`config.mk`:
```
export PLATFORM = sky130hd
export DESIGN_NAME = qwc_decoder
export DESIGN_NICKNAME = d
export VERILOG_FILES = /design/src/qwc_pkg.sv /design/src/qwc_decoder.sv
export VERILOG_INCLUDE_DIRS = /design/src /design/src/src
export SDC_FILE = /design/constraint.sdc
export NUM_CORES = 1
export LEC_CHECK = 0
export ABC_CLOCK_PERIOD_IN_PS = 3750
export BUFFER_PORTS_ARGS = -buffer_cell sky130_fd_sc_hd__buf_4
export CORE_AREA = 10 10 404 406
export CTS_CLUSTER_DIAMETER = 100
export DETAILED_ROUTE_END_ITERATION = 10
export DIE_AREA = 0 0 414 416
export SLEW_MARGIN = 5
export SYNTH_ARGS = -nofsm -noshare
export SYNTH_HDL_FRONTEND = slang
export SYNTH_SLANG_ARGS = --single-unit
```
`constraint.sdc`:
```
create_clock -name clock -period 3.75 [get_ports clock]
set_input_delay 0.75 -clock clock [delete_from_list [all_inputs] [get_ports clock]]
set_output_delay 0.75 -clock clock [all_outputs]
set_load 0.03 [all_outputs]
```
`src/qwc_map.svh`:
```
`ifndef QWC_MAP_SVH
`define QWC_MAP_SVH
// Notes on behaviour
// address byte comes first; its top four bits must equal the device type.
// low four address bits must equal the pin address bits, else ignore.
// instruction byte: opcode in 7:4, slot select in 3:2, pot select in 1:0.
// slot select values 0 to 3 pick stored slots zero to three.
// four 8-bit wiper registers, each decoded to one of 256 taps.
// after power-up each wiper loads from its stored slot zero.
// four 8-bit stored-setting registers per pot, host and wiper reachable.
// any stored-setting change completes within 10 ms.
// opcode 1001, slot 00, returns the selected wiper value.
// opcode 1010, slot 00, writes the data byte into the selected wiper.
// opcode 1011 returns the selected stored-setting value.
// opcode 1100 writes the data byte into the selected stored setting.
// opcode 1101 copies the selected stored slot into its wiper.
// opcode 1110 copies the wiper into the selected slot, starting a program.
// opcode 0001, pot 00, copies the slot into all four wipers.
// opcode 1000, pot 00, copies all four wipers into the slot.
// opcode 0010, slot 00, enters stepping mode for the selected wiper.
// reads and writes use address, instruction, one data byte, each acked.
// copies use address and instruction only, then a stop.
// wiper to stored copy is a non-volatile write of the write-cycle time.
// in stepping, each SCL high with SDA high moves the wiper one tap up.
// in stepping, each SCL high with SDA low moves the wiper one tap down.
// while programming, the address is not acknowledged.
// guard pin low: no ack on data byte, stored settings not programmed.
// a stop ends stepping and every sequence until a new start.
`define QWC_OP_GANG_TO_WIPER 4'h1
`define QWC_OP_STEP 4'h2
`define QWC_OP_GANG_TO_NV 4'h8
`define QWC_OP_RD_WIPER 4'h9
`define QWC_OP_WR_WIPER 4'ha
`define QWC_OP_RD_NV 4'hb
`define QWC_OP_WR_NV 4'hc
`define QWC_OP_NV_TO_WIPER 4'hd
`define QWC_OP_WIPER_TO_NV 4'he
`define QWC_CLK_MHZ 50
`define QWC_NV_WRITE_US 5000
`define QWC_BOOT_SLOT 2'h0
`define QWC_ACK_BIT 4'h8
`define QWC_LAST_BIT 4'h7
`define QWC_IN_RESET 7'h7f
`endif

```
`src/qwc_pkg.sv`:
```
package qwc_pkg;
   typedef enum logic [6:0] {
      st_idle = 7'h01,
      st_addr = 7'h02,
      st_instr = 7'h04,
      st_rx = 7'h08,
      st_tx = 7'h10,
      st_step = 7'h20,
      st_hold = 7'h40
   } qwc_state_type;
   typedef enum logic [2:0] {
      pend_none = 3'h0,
      pend_nv_wr = 3'h1,
      pend_to_wiper = 3'h2,
      pend_gang_to_wiper = 3'h3,
      pend_to_nv = 3'h4,
      pend_gang_to_nv = 3'h5
   } qwc_pend_type;
endpackage : qwc_pkg
```
`src/qwc_decoder.sv`:
```
`timescale 1ns/1ns
`default_nettype none
`include "qwc_map.svh"
module qwc_decoder #(
   parameter logic [3:0] DEV_TYPE = 4'ha, // arbitrary value
   parameter int NV_WRITE_CYCLES = `QWC_NV_WRITE_US * `QWC_CLK_MHZ,
   parameter logic [7:0] NV_INIT = 8'h80
) (
   input wire logic clock,
   input wire logic rst,
   input wire logic scl,
   input wire logic sda_in,
   output logic sda_out,
   output logic sda_oe_n,
   input wire logic [3:0] pin_address_bits,
   input wire logic write_guard_n,
   output logic [31:0] wiper_pos,
   output logic [1023:0] tap_sel,
   output logic nv_busy
);
   localparam int CW = $clog2(NV_WRITE_CYCLES + 1);
   // ---------------------------------------------------------------
   // input sampling
   // ---------------------------------------------------------------
   logic [6:0] s1_q, s2_q, s3_q, filt_q;
   logic [1:0] prev_q;
   logic scl_q, sda_q, scl_rise, scl_fall, start_ev, stop_ev, guard_ok;
   logic [3:0] pins;
   always_ff @(posedge clock) begin
      if (rst) begin
         s1_q <= `QWC_IN_RESET;
         s2_q <= `QWC_IN_RESET;
         s3_q <= `QWC_IN_RESET;
         filt_q <= `QWC_IN_RESET;
         prev_q <= 2'h3;
      end else begin
         s1_q <= {write_guard_n, pin_address_bits, sda_in, scl};
         s2_q <= s1_q;
         s3_q <= s2_q;
         // a change counts only once two stages agree: glitch filter
         filt_q <= ((s2_q ~^ s3_q) & s3_q) | ((s2_q ^ s3_q) & filt_q);
         prev_q <= filt_q[1:0];
      end
   end
   assign scl_q = filt_q[0];
   assign sda_q = filt_q[1];
   assign pins = filt_q[5:2];
   assign guard_ok = filt_q[6];
   assign scl_rise = scl_q & ~prev_q[0];
   assign scl_fall = ~scl_q & prev_q[0];
   assign start_ev = scl_q & prev_q[0] & prev_q[1] & ~sda_q;
   assign stop_ev = scl_q & prev_q[0] & ~prev_q[1] & sda_q;
   // ---------------------------------------------------------------
   // decode helpers
   // ---------------------------------------------------------------
   function automatic logic legal_instr(input logic [7:0] b);
      logic ok;
      ok = 1'b0;
      unique case (b[7:4])
         `QWC_OP_RD_WIPER, `QWC_OP_WR_WIPER, `QWC_OP_STEP: ok = (b[3:2] == 2'h0);
         `QWC_OP_RD_NV, `QWC_OP_WR_NV: ok = 1'b1;
         `QWC_OP_NV_TO_WIPER, `QWC_OP_WIPER_TO_NV: ok = 1'b1;
         `QWC_OP_GANG_TO_WIPER, `QWC_OP_GANG_TO_NV: ok = (b[1:0] == 2'h0);
         default: ok = 1'b0;
      endcase
      return ok;
   endfunction : legal_instr
   // ---------------------------------------------------------------
   // storage
   // ---------------------------------------------------------------
   qwc_pkg::qwc_state_type state_q;
   qwc_pkg::qwc_pend_type pend_q;
   logic [3:0] bit_cnt_q;
   logic [7:0] shift_q, instr_q, pend_data_q;
   logic drive_q, mack_q, boot_q, ack_w, ack_fall, lead_q;
   logic [7:0] wiper_q [4];
   logic [7:0] stored_q [16];
   logic [CW-1:0] busy_cnt_q;
   logic [1:0] pot, slot;
   logic [3:0] nv_idx;
   logic [7:0] rd_val, sel_wiper;
   assign pot = instr_q[1:0];
   assign slot = instr_q[3:2];
   assign nv_idx = {pot, slot};
   assign sel_wiper = wiper_q[pot];
   assign rd_val = (instr_q[7:4] == `QWC_OP_RD_NV) ? stored_q[nv_idx] : sel_wiper;
   assign nv_busy = (busy_cnt_q != '0);
   assign ack_fall = scl_fall & (bit_cnt_q == `QWC_ACK_BIT) & drive_q;
   always_comb begin
      ack_w = 1'b0;
      if (state_q == qwc_pkg::st_addr) begin

         ack_w = (shift_q[7:4] == DEV_TYPE) && (shift_q[3:0] == pins) && !nv_busy;
      end else if (state_q == qwc_pkg::st_instr) begin
         ack_w = legal_instr(shift_q);
      end else if (state_q == qwc_pkg::st_rx) begin
         ack_w = !((instr_q[7:4] == `QWC_OP_WR_NV) && !guard_ok);
      end
   end
   // ---------------------------------------------------------------
   // bus engine
   // ---------------------------------------------------------------
   always_ff @(posedge clock) begin
      if (rst) begin
         state_q <= qwc_pkg::st_idle;
         bit_cnt_q <= 4'h0;
         shift_q <= 8'h00;
         instr_q <= 8'h00;
         drive_q <= 1'b0;
         mack_q <= 1'b0;
         lead_q <= 1'b0;
      end else if (start_ev) begin
         state_q <= qwc_pkg::st_addr;
         bit_cnt_q <= 4'h0;
         drive_q <= 1'b0;
         lead_q <= 1'b1;
      end else if (stop_ev) begin
         state_q <= qwc_pkg::st_idle;
         drive_q <= 1'b0;
         lead_q <= 1'b0;
      end else if (scl_rise) begin
         if (bit_cnt_q != `QWC_ACK_BIT && state_q != qwc_pkg::st_tx) begin
            shift_q <= {shift_q[6:0], sda_q};
         end
         if (bit_cnt_q == `QWC_ACK_BIT && state_q == qwc_pkg::st_tx) begin
            mack_q <= !sda_q;
         end
      end else if (scl_fall && lead_q) begin
         // the fall after a start opens bit one and ends none; counting it acks a bit early
         lead_q <= 1'b0;
      end else if (scl_fall && (state_q == qwc_pkg::st_addr || state_q == qwc_pkg::st_instr
            || state_q == qwc_pkg::st_rx || state_q == qwc_pkg::st_tx)) begin
         if (bit_cnt_q < `QWC_LAST_BIT) begin
            bit_cnt_q <= bit_cnt_q + 4'h1;
            if (state_q == qwc_pkg::st_tx) begin
               drive_q <= !shift_q[3'(4'h6 - bit_cnt_q)];
            end
         end else if (bit_cnt_q == `QWC_LAST_BIT) begin
            bit_cnt_q <= `QWC_ACK_BIT;
            drive_q <= ack_w;
            if (state_q == qwc_pkg::st_instr) begin
               instr_q <= shift_q;
            end
         end else begin
            bit_cnt_q <= 4'h0;
            drive_q <= 1'b0;
            unique case (state_q)
               qwc_pkg::st_addr: state_q <= drive_q ? qwc_pkg::st_instr : qwc_pkg::st_hold;
               qwc_pkg::st_instr: begin
                  if (!drive_q) begin
                     state_q <= qwc_pkg::st_hold;
                  end else if (instr_q[7:4] == `QWC_OP_RD_WIPER
                        || instr_q[7:4] == `QWC_OP_RD_NV) begin
                     state_q <= qwc_pkg::st_tx;
                     shift_q <= rd_val;
                     drive_q <= !rd_val[7];
                  end else if (instr_q[7:4] == `QWC_OP_WR_WIPER
                        || instr_q[7:4] == `QWC_OP_WR_NV) begin
                     state_q <= qwc_pkg::st_rx;
                  end else if (instr_q[7:4] == `QWC_OP_STEP) begin
                     state_q <= qwc_pkg::st_step;
                  end else begin
                     state_q <= qwc_pkg::st_hold;
                  end
               end
               qwc_pkg::st_rx: state_q <= qwc_pkg::st_hold;
               qwc_pkg::st_tx: begin
                  // master ack: send the same byte again; nack: wait for stop
                  state_q <= mack_q ? qwc_pkg::st_tx : qwc_pkg::st_hold;
                  drive_q <= mack_q & !shift_q[7];
               end
               default: state_q <= qwc_pkg::st_hold;
            endcase
         end
      end
   end
   // ---------------------------------------------------------------
   // pending operation, run at stop
   // ---------------------------------------------------------------
   always_ff @(posedge clock) begin
      if (rst || start_ev || stop_ev) begin
         pend_q <= qwc_pkg::pend_none;
         if (rst) begin
            pend_data_q <= 8'h00;
         end
      end else if (ack_fall && state_q == qwc_pkg::st_rx
            && instr_q[7:4] == `QWC_OP_WR_NV) begin
         pend_q <= qwc_pkg::pend_nv_wr;
         pend_data_q <= shift_q;
      end else if (ack_fall && state_q == qwc_pkg::st_instr) begin
         unique case (instr_q[7:4])
            `QWC_OP_NV_TO_WIPER: pend_q <= qwc_pkg::pend_to_wiper;
            `QWC_OP_WIPER_TO_NV: pend_q <= qwc_pkg::pend_to_nv;
            `QWC_OP_GANG_TO_WIPER: pend_q <= qwc_pkg::pend_gang_to_wiper;
            `QWC_OP_GANG_TO_NV: pend_q <= qwc_pkg::pend_gang_to_nv;
            default: pend_q <= qwc_pkg::pend_none;
         endcase
      end
   end
   logic nv_commit;
   assign nv_commit = stop_ev && guard_ok && (pend_q == qwc_pkg::pend_nv_wr
      || pend_q == qwc_pkg::pend_to_nv || pend_q == qwc_pkg::pend_gang_to_nv);
   // ---------------------------------------------------------------
   // wipers
   // ---------------------------------------------------------------
   always_ff @(posedge clock) begin
      if (rst) begin
         boot_q <= 1'b1;
         for (int p = 0; p < 4; p++) begin
            wiper_q[p] <= 8'h00;
         end
      end else begin
         boot_q <= 1'b0;
         if (boot_q) begin
            for (int p = 0; p < 4; p++) begin
               wiper_q[p] <= stored_q[{2'(p), `QWC_BOOT_SLOT}];
            end
         end else if (ack_fall && state_q == qwc_pkg::st_rx
               && instr_q[7:4] == `QWC_OP_WR_WIPER) begin
            wiper_q[pot] <= shift_q;
         end else if (scl_rise && state_q == qwc_pkg::st_step && !stop_ev) begin
            if (sda_q && sel_wiper != 8'hff) begin
               wiper_q[pot] <= sel_wiper + 8'h01;
            end else if (!sda_q && sel_wiper != 8'h00) begin
               wiper_q[pot] <= sel_wiper - 8'h01;
            end
         end else if (stop_ev && pend_q == qwc_pkg::pend_to_wiper) begin
            wiper_q[pot] <= stored_q[nv_idx];
         end else if (stop_ev && pend_q == qwc_pkg::pend_gang_to_wiper) begin
            for (int p = 0; p < 4; p++) begin
               wiper_q[p] <= stored_q[{2'(p), slot}];
            end
         end
      end
   end
   // ---------------------------------------------------------------
   // stored settings
   // ---------------------------------------------------------------
   // reset stands in for factory content; real cells would keep it
   always_ff @(posedge clock) begin
      if (rst) begin
         for (int i = 0; i < 16; i++) begin
            stored_q[i] <= NV_INIT;
         end
      end else if (nv_commit) begin
         unique case (pend_q)
            qwc_pkg::pend_nv_wr: stored_q[nv_idx] <= pend_data_q;
            qwc_pkg::pend_to_nv: stored_q[nv_idx] <= sel_wiper;
            default: begin
               for (int p = 0; p < 4; p++) begin
                  stored_q[{2'(p), slot}] <= wiper_q[p];
               end
            end
         endcase
      end
   end
   always_ff @(posedge clock) begin
      if (rst) begin
         busy_cnt_q <= '0;
      end else if (nv_commit) begin
         busy_cnt_q <= CW'(NV_WRITE_CYCLES);
      end else if (nv_busy) begin
         busy_cnt_q <= busy_cnt_q - CW'(1);
      end
   end
   // ---------------------------------------------------------------
   // outputs
   // ---------------------------------------------------------------
   assign sda_out = 1'b0;
   assign sda_oe_n = !drive_q;
   for (genvar p = 0; p < 4; p++) begin : g_tap
      assign wiper_pos[p*8 +: 8] = wiper_q[p];
      assign tap_sel[p*256 +: 256] = 256'(1) << wiper_q[p];
   end
   // ---------------------------------------------------------------
   // assertions
   // ---------------------------------------------------------------
   logic addr_last;
   assign addr_last = scl_fall && state_q == qwc_pkg::st_addr && bit_cnt_q == `QWC_LAST_BIT;
   property p_type;
      @(posedge clock) disable iff (rst)
      addr_last && shift_q[7:4] != DEV_TYPE && !start_ev && !stop_ev |=> !drive_q;
   endproperty
   a_type: assert property (p_type) else $error("wrong type acked");
   property p_pins;
      @(posedge clock) disable iff (rst)
      addr_last && shift_q[3:0] != pins && !start_ev && !stop_ev |=> !drive_q;
   endproperty
   a_pins: assert property (p_pins) else $error("wrong address acked");
   property p_busy;
      @(posedge clock) disable iff (rst)
      addr_last && nv_busy && !start_ev && !stop_ev |=> !drive_q;
   endproperty
   a_busy: assert property (p_busy) else $error("acked while busy");
   property p_guard;
      @(posedge clock) disable iff (rst)
      (stop_ev && !guard_ok) |=> stored_q[nv_idx] == $past(stored_q[nv_idx]);
   endproperty
   a_guard: assert property (p_guard) else $error("guarded slot changed");
   property p_up;
      @(posedge clock) disable iff (rst)
      scl_rise && state_q == qwc_pkg::st_step && sda_q && !stop_ev && !start_ev
         && sel_wiper != 8'hff |=> sel_wiper == $past(sel_wiper) + 8'h01;
   endproperty
   a_up: assert property (p_up) else $error("step up missed");
   property p_dn;
      @(posedge clock) disable iff (rst)
      scl_rise && state_q == qwc_pkg::st_step && !sda_q && !stop_ev && !start_ev
         && sel_wiper != 8'h00 |=> sel_wiper == $past(sel_wiper) - 8'h01;
   endproperty
   a_dn: assert property (p_dn) else $error("step down missed");
   property p_stop;
      @(posedge clock) disable iff (rst)
      stop_ev |=> state_q == qwc_pkg::st_idle && !drive_q ##1 state_q != qwc_pkg::st_step;
   endproperty
   a_stop: assert property (p_stop) else $error("stop not honoured");
   property p_prog;
      @(posedge clock) disable iff (rst)
      nv_commit |=> nv_busy && busy_cnt_q == CW'(NV_WRITE_CYCLES);
   endproperty
   a_prog: assert property (p_prog) else $error("program time wrong");
   property p_boot;
      @(posedge clock) disable iff (rst)
      boot_q |=> wiper_q[0] == $past(stored_q[0]) && wiper_q[3] == $past(stored_q[12]);
   endproperty
   a_boot: assert property (p_boot) else $error("boot load wrong");
endmodule : qwc_decoder
`default_nettype wire

```
==> results_tabular.tex <==
\begin{tabular}{lr}
\hline
Metric & Value \\
\hline
\multicolumn{2}{l}{\textbf{Run status}} \\
Result of the run & finished, final reports clean \\
\multicolumn{2}{l}{\textbf{GRT}} \\
Largest net degree at the start of global routing & 37 \\
Sum of overflow across all layers after global routing & 0 \\
Tot GR Track Use & 0.149 \\
Number of global-route vias before repair & 24136 \\
Antenna violations before repair & 5 \\
Global-route wire length before repair & 191000 µm \\
\multicolumn{2}{l}{\textbf{Synth}} \\
Sequential fraction of the synthesis area & 0.358 \\
Post-synth EDFFs & 168 \\
Leading register cell type out of synthesis & sky130\_fd\_sc\_hd\_\_edfxtp\_1 \\
Cell count after synthesis & 2682 \\
Post-synthesis register bit count & 254 \\
Fraction of registers with async set or reset after synthesis & 0 \\
Synthesized area divided by synthesized cell count & 7.06 µm² \\
Synth warn & 0 \\
Total standard cell area after synthesis & 18900 µm² \\
Number of library cell types mapped by synthesis & 75 \\
Syn Nets & 2705 \\
\multicolumn{2}{l}{\textbf{Placed design}} \\
Final HPWL from detailed placement & 117000 µm \\
Worst slack at placement & 0.472 ns \\
Count of port buffers added during placement & 1066 \\
RD Place Congestion & 1.00 \\
\multicolumn{2}{l}{\textbf{Timing}} \\
Worst-case clock skew & 0.0287 ns \\
Minimum period implied by the final worst setup slack & 3.65 ns \\
Final critical-path share of the clock period & 0.973 \\
Post-route worst setup slack & 0.100 ns \\
RSZ-0062 raised after global routing & true \\
Tightest slew margin relative to the limit & 0.246 \\
Total setup violations reported at the end of the flow & 0 \\
Worst Hold Margin & 0.388 ns \\
Hold violation total from the final report & 0 \\
Max-slew violations & 0 \\
Transition time at the pin with the least slew margin & 1.13 ns \\
FMAX & 274 MHz \\
\multicolumn{2}{l}{\textbf{Final layout}} \\
Synthesis-to-layout area growth & 63.4\% \\
Most frequent standard cell in the layout excluding fill and tap cells & sky130\_fd\_sc\_hd\_\_buf\_4 \\
Net count reported at finish & 3745 \\
Fillcell total & 17272 \\
Area of combinational cells with multiple inputs & 11200 µm² \\
Sequential Area & 6770 µm² \\
Most used cells in the layout excluding fill and tap cells & sky130\_fd\_sc\_hd\_\_buf\_4 (1244), sky130\_fd\_sc\_hd\_\_nor2\_1 (1130), sky130\_fd\_sc\_hd\_\_nand2\_1 (311) \\
Layout cells sized above 1 & 0.374 \\
\multicolumn{2}{l}{\textbf{Routing}} \\
DRC violation total after the first TritonRoute iteration & 2856 \\
Vias after detailed routing & 25051 \\
DRC & 0 \\
Aggregate routed wire length & 140000 µm \\
Wirelength per Cell & 24.2 µm \\
First-pass detailed-route iteration total & 6 \\
Antenna-violating nets left & 0 \\
Post-DR vias/cell & 4.32 \\
\multicolumn{2}{l}{\textbf{Worst setup path}} \\
Required time of the critical path & 3.00 ns \\
Worst path arrival time & 2.90 ns \\
Startpoint type of the worst setup path & flop \\
Sort of element at the end of the critical path & output pin \\
Worst-path fanout max & 17 \\
Critical Setup Path Class & reg -> out \\
\multicolumn{2}{l}{\textbf{Clock tree}} \\
H-tree depth & 1 \\
Max clock buf depth & 3 \\
Clock buffer count from CTS & 25 \\
Clock insertion delay at the later pin of the skew report & 0.57 ns \\
Clock-pin slew of the registers on the worst-case setup and hold paths & 0.07 ns \\
CTS tree & done \\
Cts-stage hold buffer count & 0 \\
Sink Count & 254 \\
Clock tree root driver cell & sky130\_fd\_sc\_hd\_\_clkbuf\_16 \\
\multicolumn{2}{l}{\textbf{Floorplanning}} \\
Io pins & 1068 \\
Die extent in y & 416 µm \\
Initial Utilization & 0.122 \\
Die area & 172000 µm² \\
Chip width & 414 µm \\
Area of the core & 155000 µm² \\
Placement Rows & 145 \\
\multicolumn{2}{l}{\textbf{Hold path}} \\
Hold Path Class & in -> reg \\
\multicolumn{2}{l}{\textbf{Run}} \\
Maximum capacitance violations & 0 \\
\multicolumn{2}{l}{\textbf{Pwr}} \\
PD cells & 252 nW/µm² \\
Leakage power summed over all cells & 0.0126 µW \\
IR Drop Worst-Case VDD & 0.000285 V \\
\hline
\end{tabular}
[layout make-up]
class	instances	area share
multi-input combinational	2178	0.362
timing repair buffer	1250	0.306
sequential	254	0.219
tap	2058	0.0833
clock buffer	29	0.0207
clock inverter	17	0.00708
inverter	13	0.00158
antenna	4	0.000324
[registers in the layout, summed over array words and instances, names as in the netlist, 2 cells and up, named ones only]
| register | flops |
|---|---|
| stored_q | 128 |
| wiper_q | 32 |
| busy_cnt_q | 18 |
| instr_q | 8 |
| pend_data_q | 8 |
| shift_q | 8 |
| filt_q | 7 |
| s1_q | 7 |
| s2_q | 7 |
| s3_q | 7 |
| state_q | 7 |
| bit_cnt_q | 4 |
| pend_q | 3 |
| prev_q | 2 |
[layer usage]
| metal | global-route usage | share of wire | up-vias |
|---|---|---|---|
| met5 | 0 | 0 | - |
| met4 | 0.0675 | 0.053 | 0 |
| met3 | 0.0455 | 0.10 | 264 |
| met2 | 0.254 | 0.47 | 1766 |
| met1 | 0.172 | 0.37 | 12019 |
| li1 | - | - | 11002 |
[critical path, stage by stage (launching register included)]
cell and delay, ns:
sky130_fd_sc_hd__edfxtp_1 0.40, sky130_fd_sc_hd__buf_4 0.37, sky130_fd_sc_hd__nor2b_1 0.21, sky130_fd_sc_hd__and2_1 0.39
sky130_fd_sc_hd__nand4b_1 0.46, sky130_fd_sc_hd__nor2_1 0.27, sky130_fd_sc_hd__buf_4 0.21
[per-stage QoR]
step / TNS, ns / total power (µW) / std cells / utilization / cell area (µm²)
after floorplan: 0 / 4410 / 2682 / - / 18900
after global routing: -0.0176 / 8090 / 5799 / 0.199 / 30900
after global placement: 0 / 5130 / 5752 / 0.193 / 30000
final: 0 / 7810 / 5803 / 0.199 / 30900
after CTS: 0 / 7820 / 5799 / 0.199 / 30900
after detailed placement: 0 / 5160 / 5752 / 0.193 / 30000
[cells in the mapped netlist (5+ instances only)]
library cell / count / area (µm²)
sky130_fd_sc_hd__nor2_1: 1131 / 4250
sky130_fd_sc_hd__nand2_1: 311 / 1170
sky130_fd_sc_hd__clkbuf_1: 215 / 807
sky130_fd_sc_hd__edfxtp_1: 168 / 5040
sky130_fd_sc_hd__dfxtp_1: 86 / 1720
sky130_fd_sc_hd__o21ai_0: 66 / 330
sky130_fd_sc_hd__nand3_1: 61 / 305
sky130_fd_sc_hd__a21oi_1: 51 / 255
sky130_fd_sc_hd__mux4_2: 50 / 1130
sky130_fd_sc_hd__a22o_1: 42 / 368
sky130_fd_sc_hd__nor2b_1: 42 / 263
sky130_fd_sc_hd__nor3_1: 42 / 210
sky130_fd_sc_hd__or2_2: 35 / 219
sky130_fd_sc_hd__mux2i_1: 33 / 330
sky130_fd_sc_hd__nand2b_1: 30 / 188
sky130_fd_sc_hd__a22oi_1: 27 / 203
sky130_fd_sc_hd__o21ai_1: 26 / 130
sky130_fd_sc_hd__and2_1: 25 / 156
sky130_fd_sc_hd__nor4_1: 20 / 125
sky130_fd_sc_hd__or3_1: 17 / 106
sky130_fd_sc_hd__ha_1: 14 / 175
sky130_fd_sc_hd__inv_1: 13 / 48.8
sky130_fd_sc_hd__o211ai_1: 12 / 90.1
sky130_fd_sc_hd__xnor2_1: 12 / 105
sky130_fd_sc_hd__xor2_1: 11 / 96.3
sky130_fd_sc_hd__a21o_1: 10 / 75.1
sky130_fd_sc_hd__buf_1: 9 / 33.8
sky130_fd_sc_hd__a211o_1: 8 / 70.1
sky130_fd_sc_hd__buf_2: 8 / 40.0
sky130_fd_sc_hd__nand4_1: 7 / 43.8
sky130_fd_sc_hd__o22a_1: 7 / 61.3
sky130_fd_sc_hd__o21a_1: 6 / 45.0
sky130_fd_sc_hd__o22ai_1: 5 / 31.3
sky130_fd_sc_hd__or4_1: 5 / 37.5
[cell families after synthesis]
logic type	after synthesis	synth area share
fa+ha+maj	14	0.00926
compound gates	301	0.107
flops	254	0.358
mux	87	0.0793
simple gates	1752	0.384
buf+inv	250	0.0517
other cells	1	0.000198
xor+xnor	23	0.0106
[what timing repair did]
action | in CTS | in global routing
resized for setup | 0 | 4
buffers inserted | 1 | 0
setup endpoints to repair | 6 | 48
hold endpoints to repair | 0 | 0
[final timing paths]
kind / startpoint / endpoint / slack [ns] / cells past startpoint
setup / recovery: wiper_q[1][6] / tap_sel[363] / 0.10 / 6
hold / removal: pin_address_bits[2] / s1_q[4] / 0.39 / 2
setup reg to reg: flop / wiper_q[2][2] / 0.44 / 10
hold reg to reg: s1_q[6] / s2_q[6] / 0.41 / 1
[power by group]
part | internal, µW | switching, µW | total (µW) | leakage, µW
combinational | 559 | 1270 | 1830 | 0.00974
sequential | 3150 | 136 | 3280 | 0.00240
clock | 1530 | 1160 | 2690 | 0.000423
total | 5230 | 2570 | 7810 | 0.0126
Note: power is estimated with default switching activity, not from simulation.
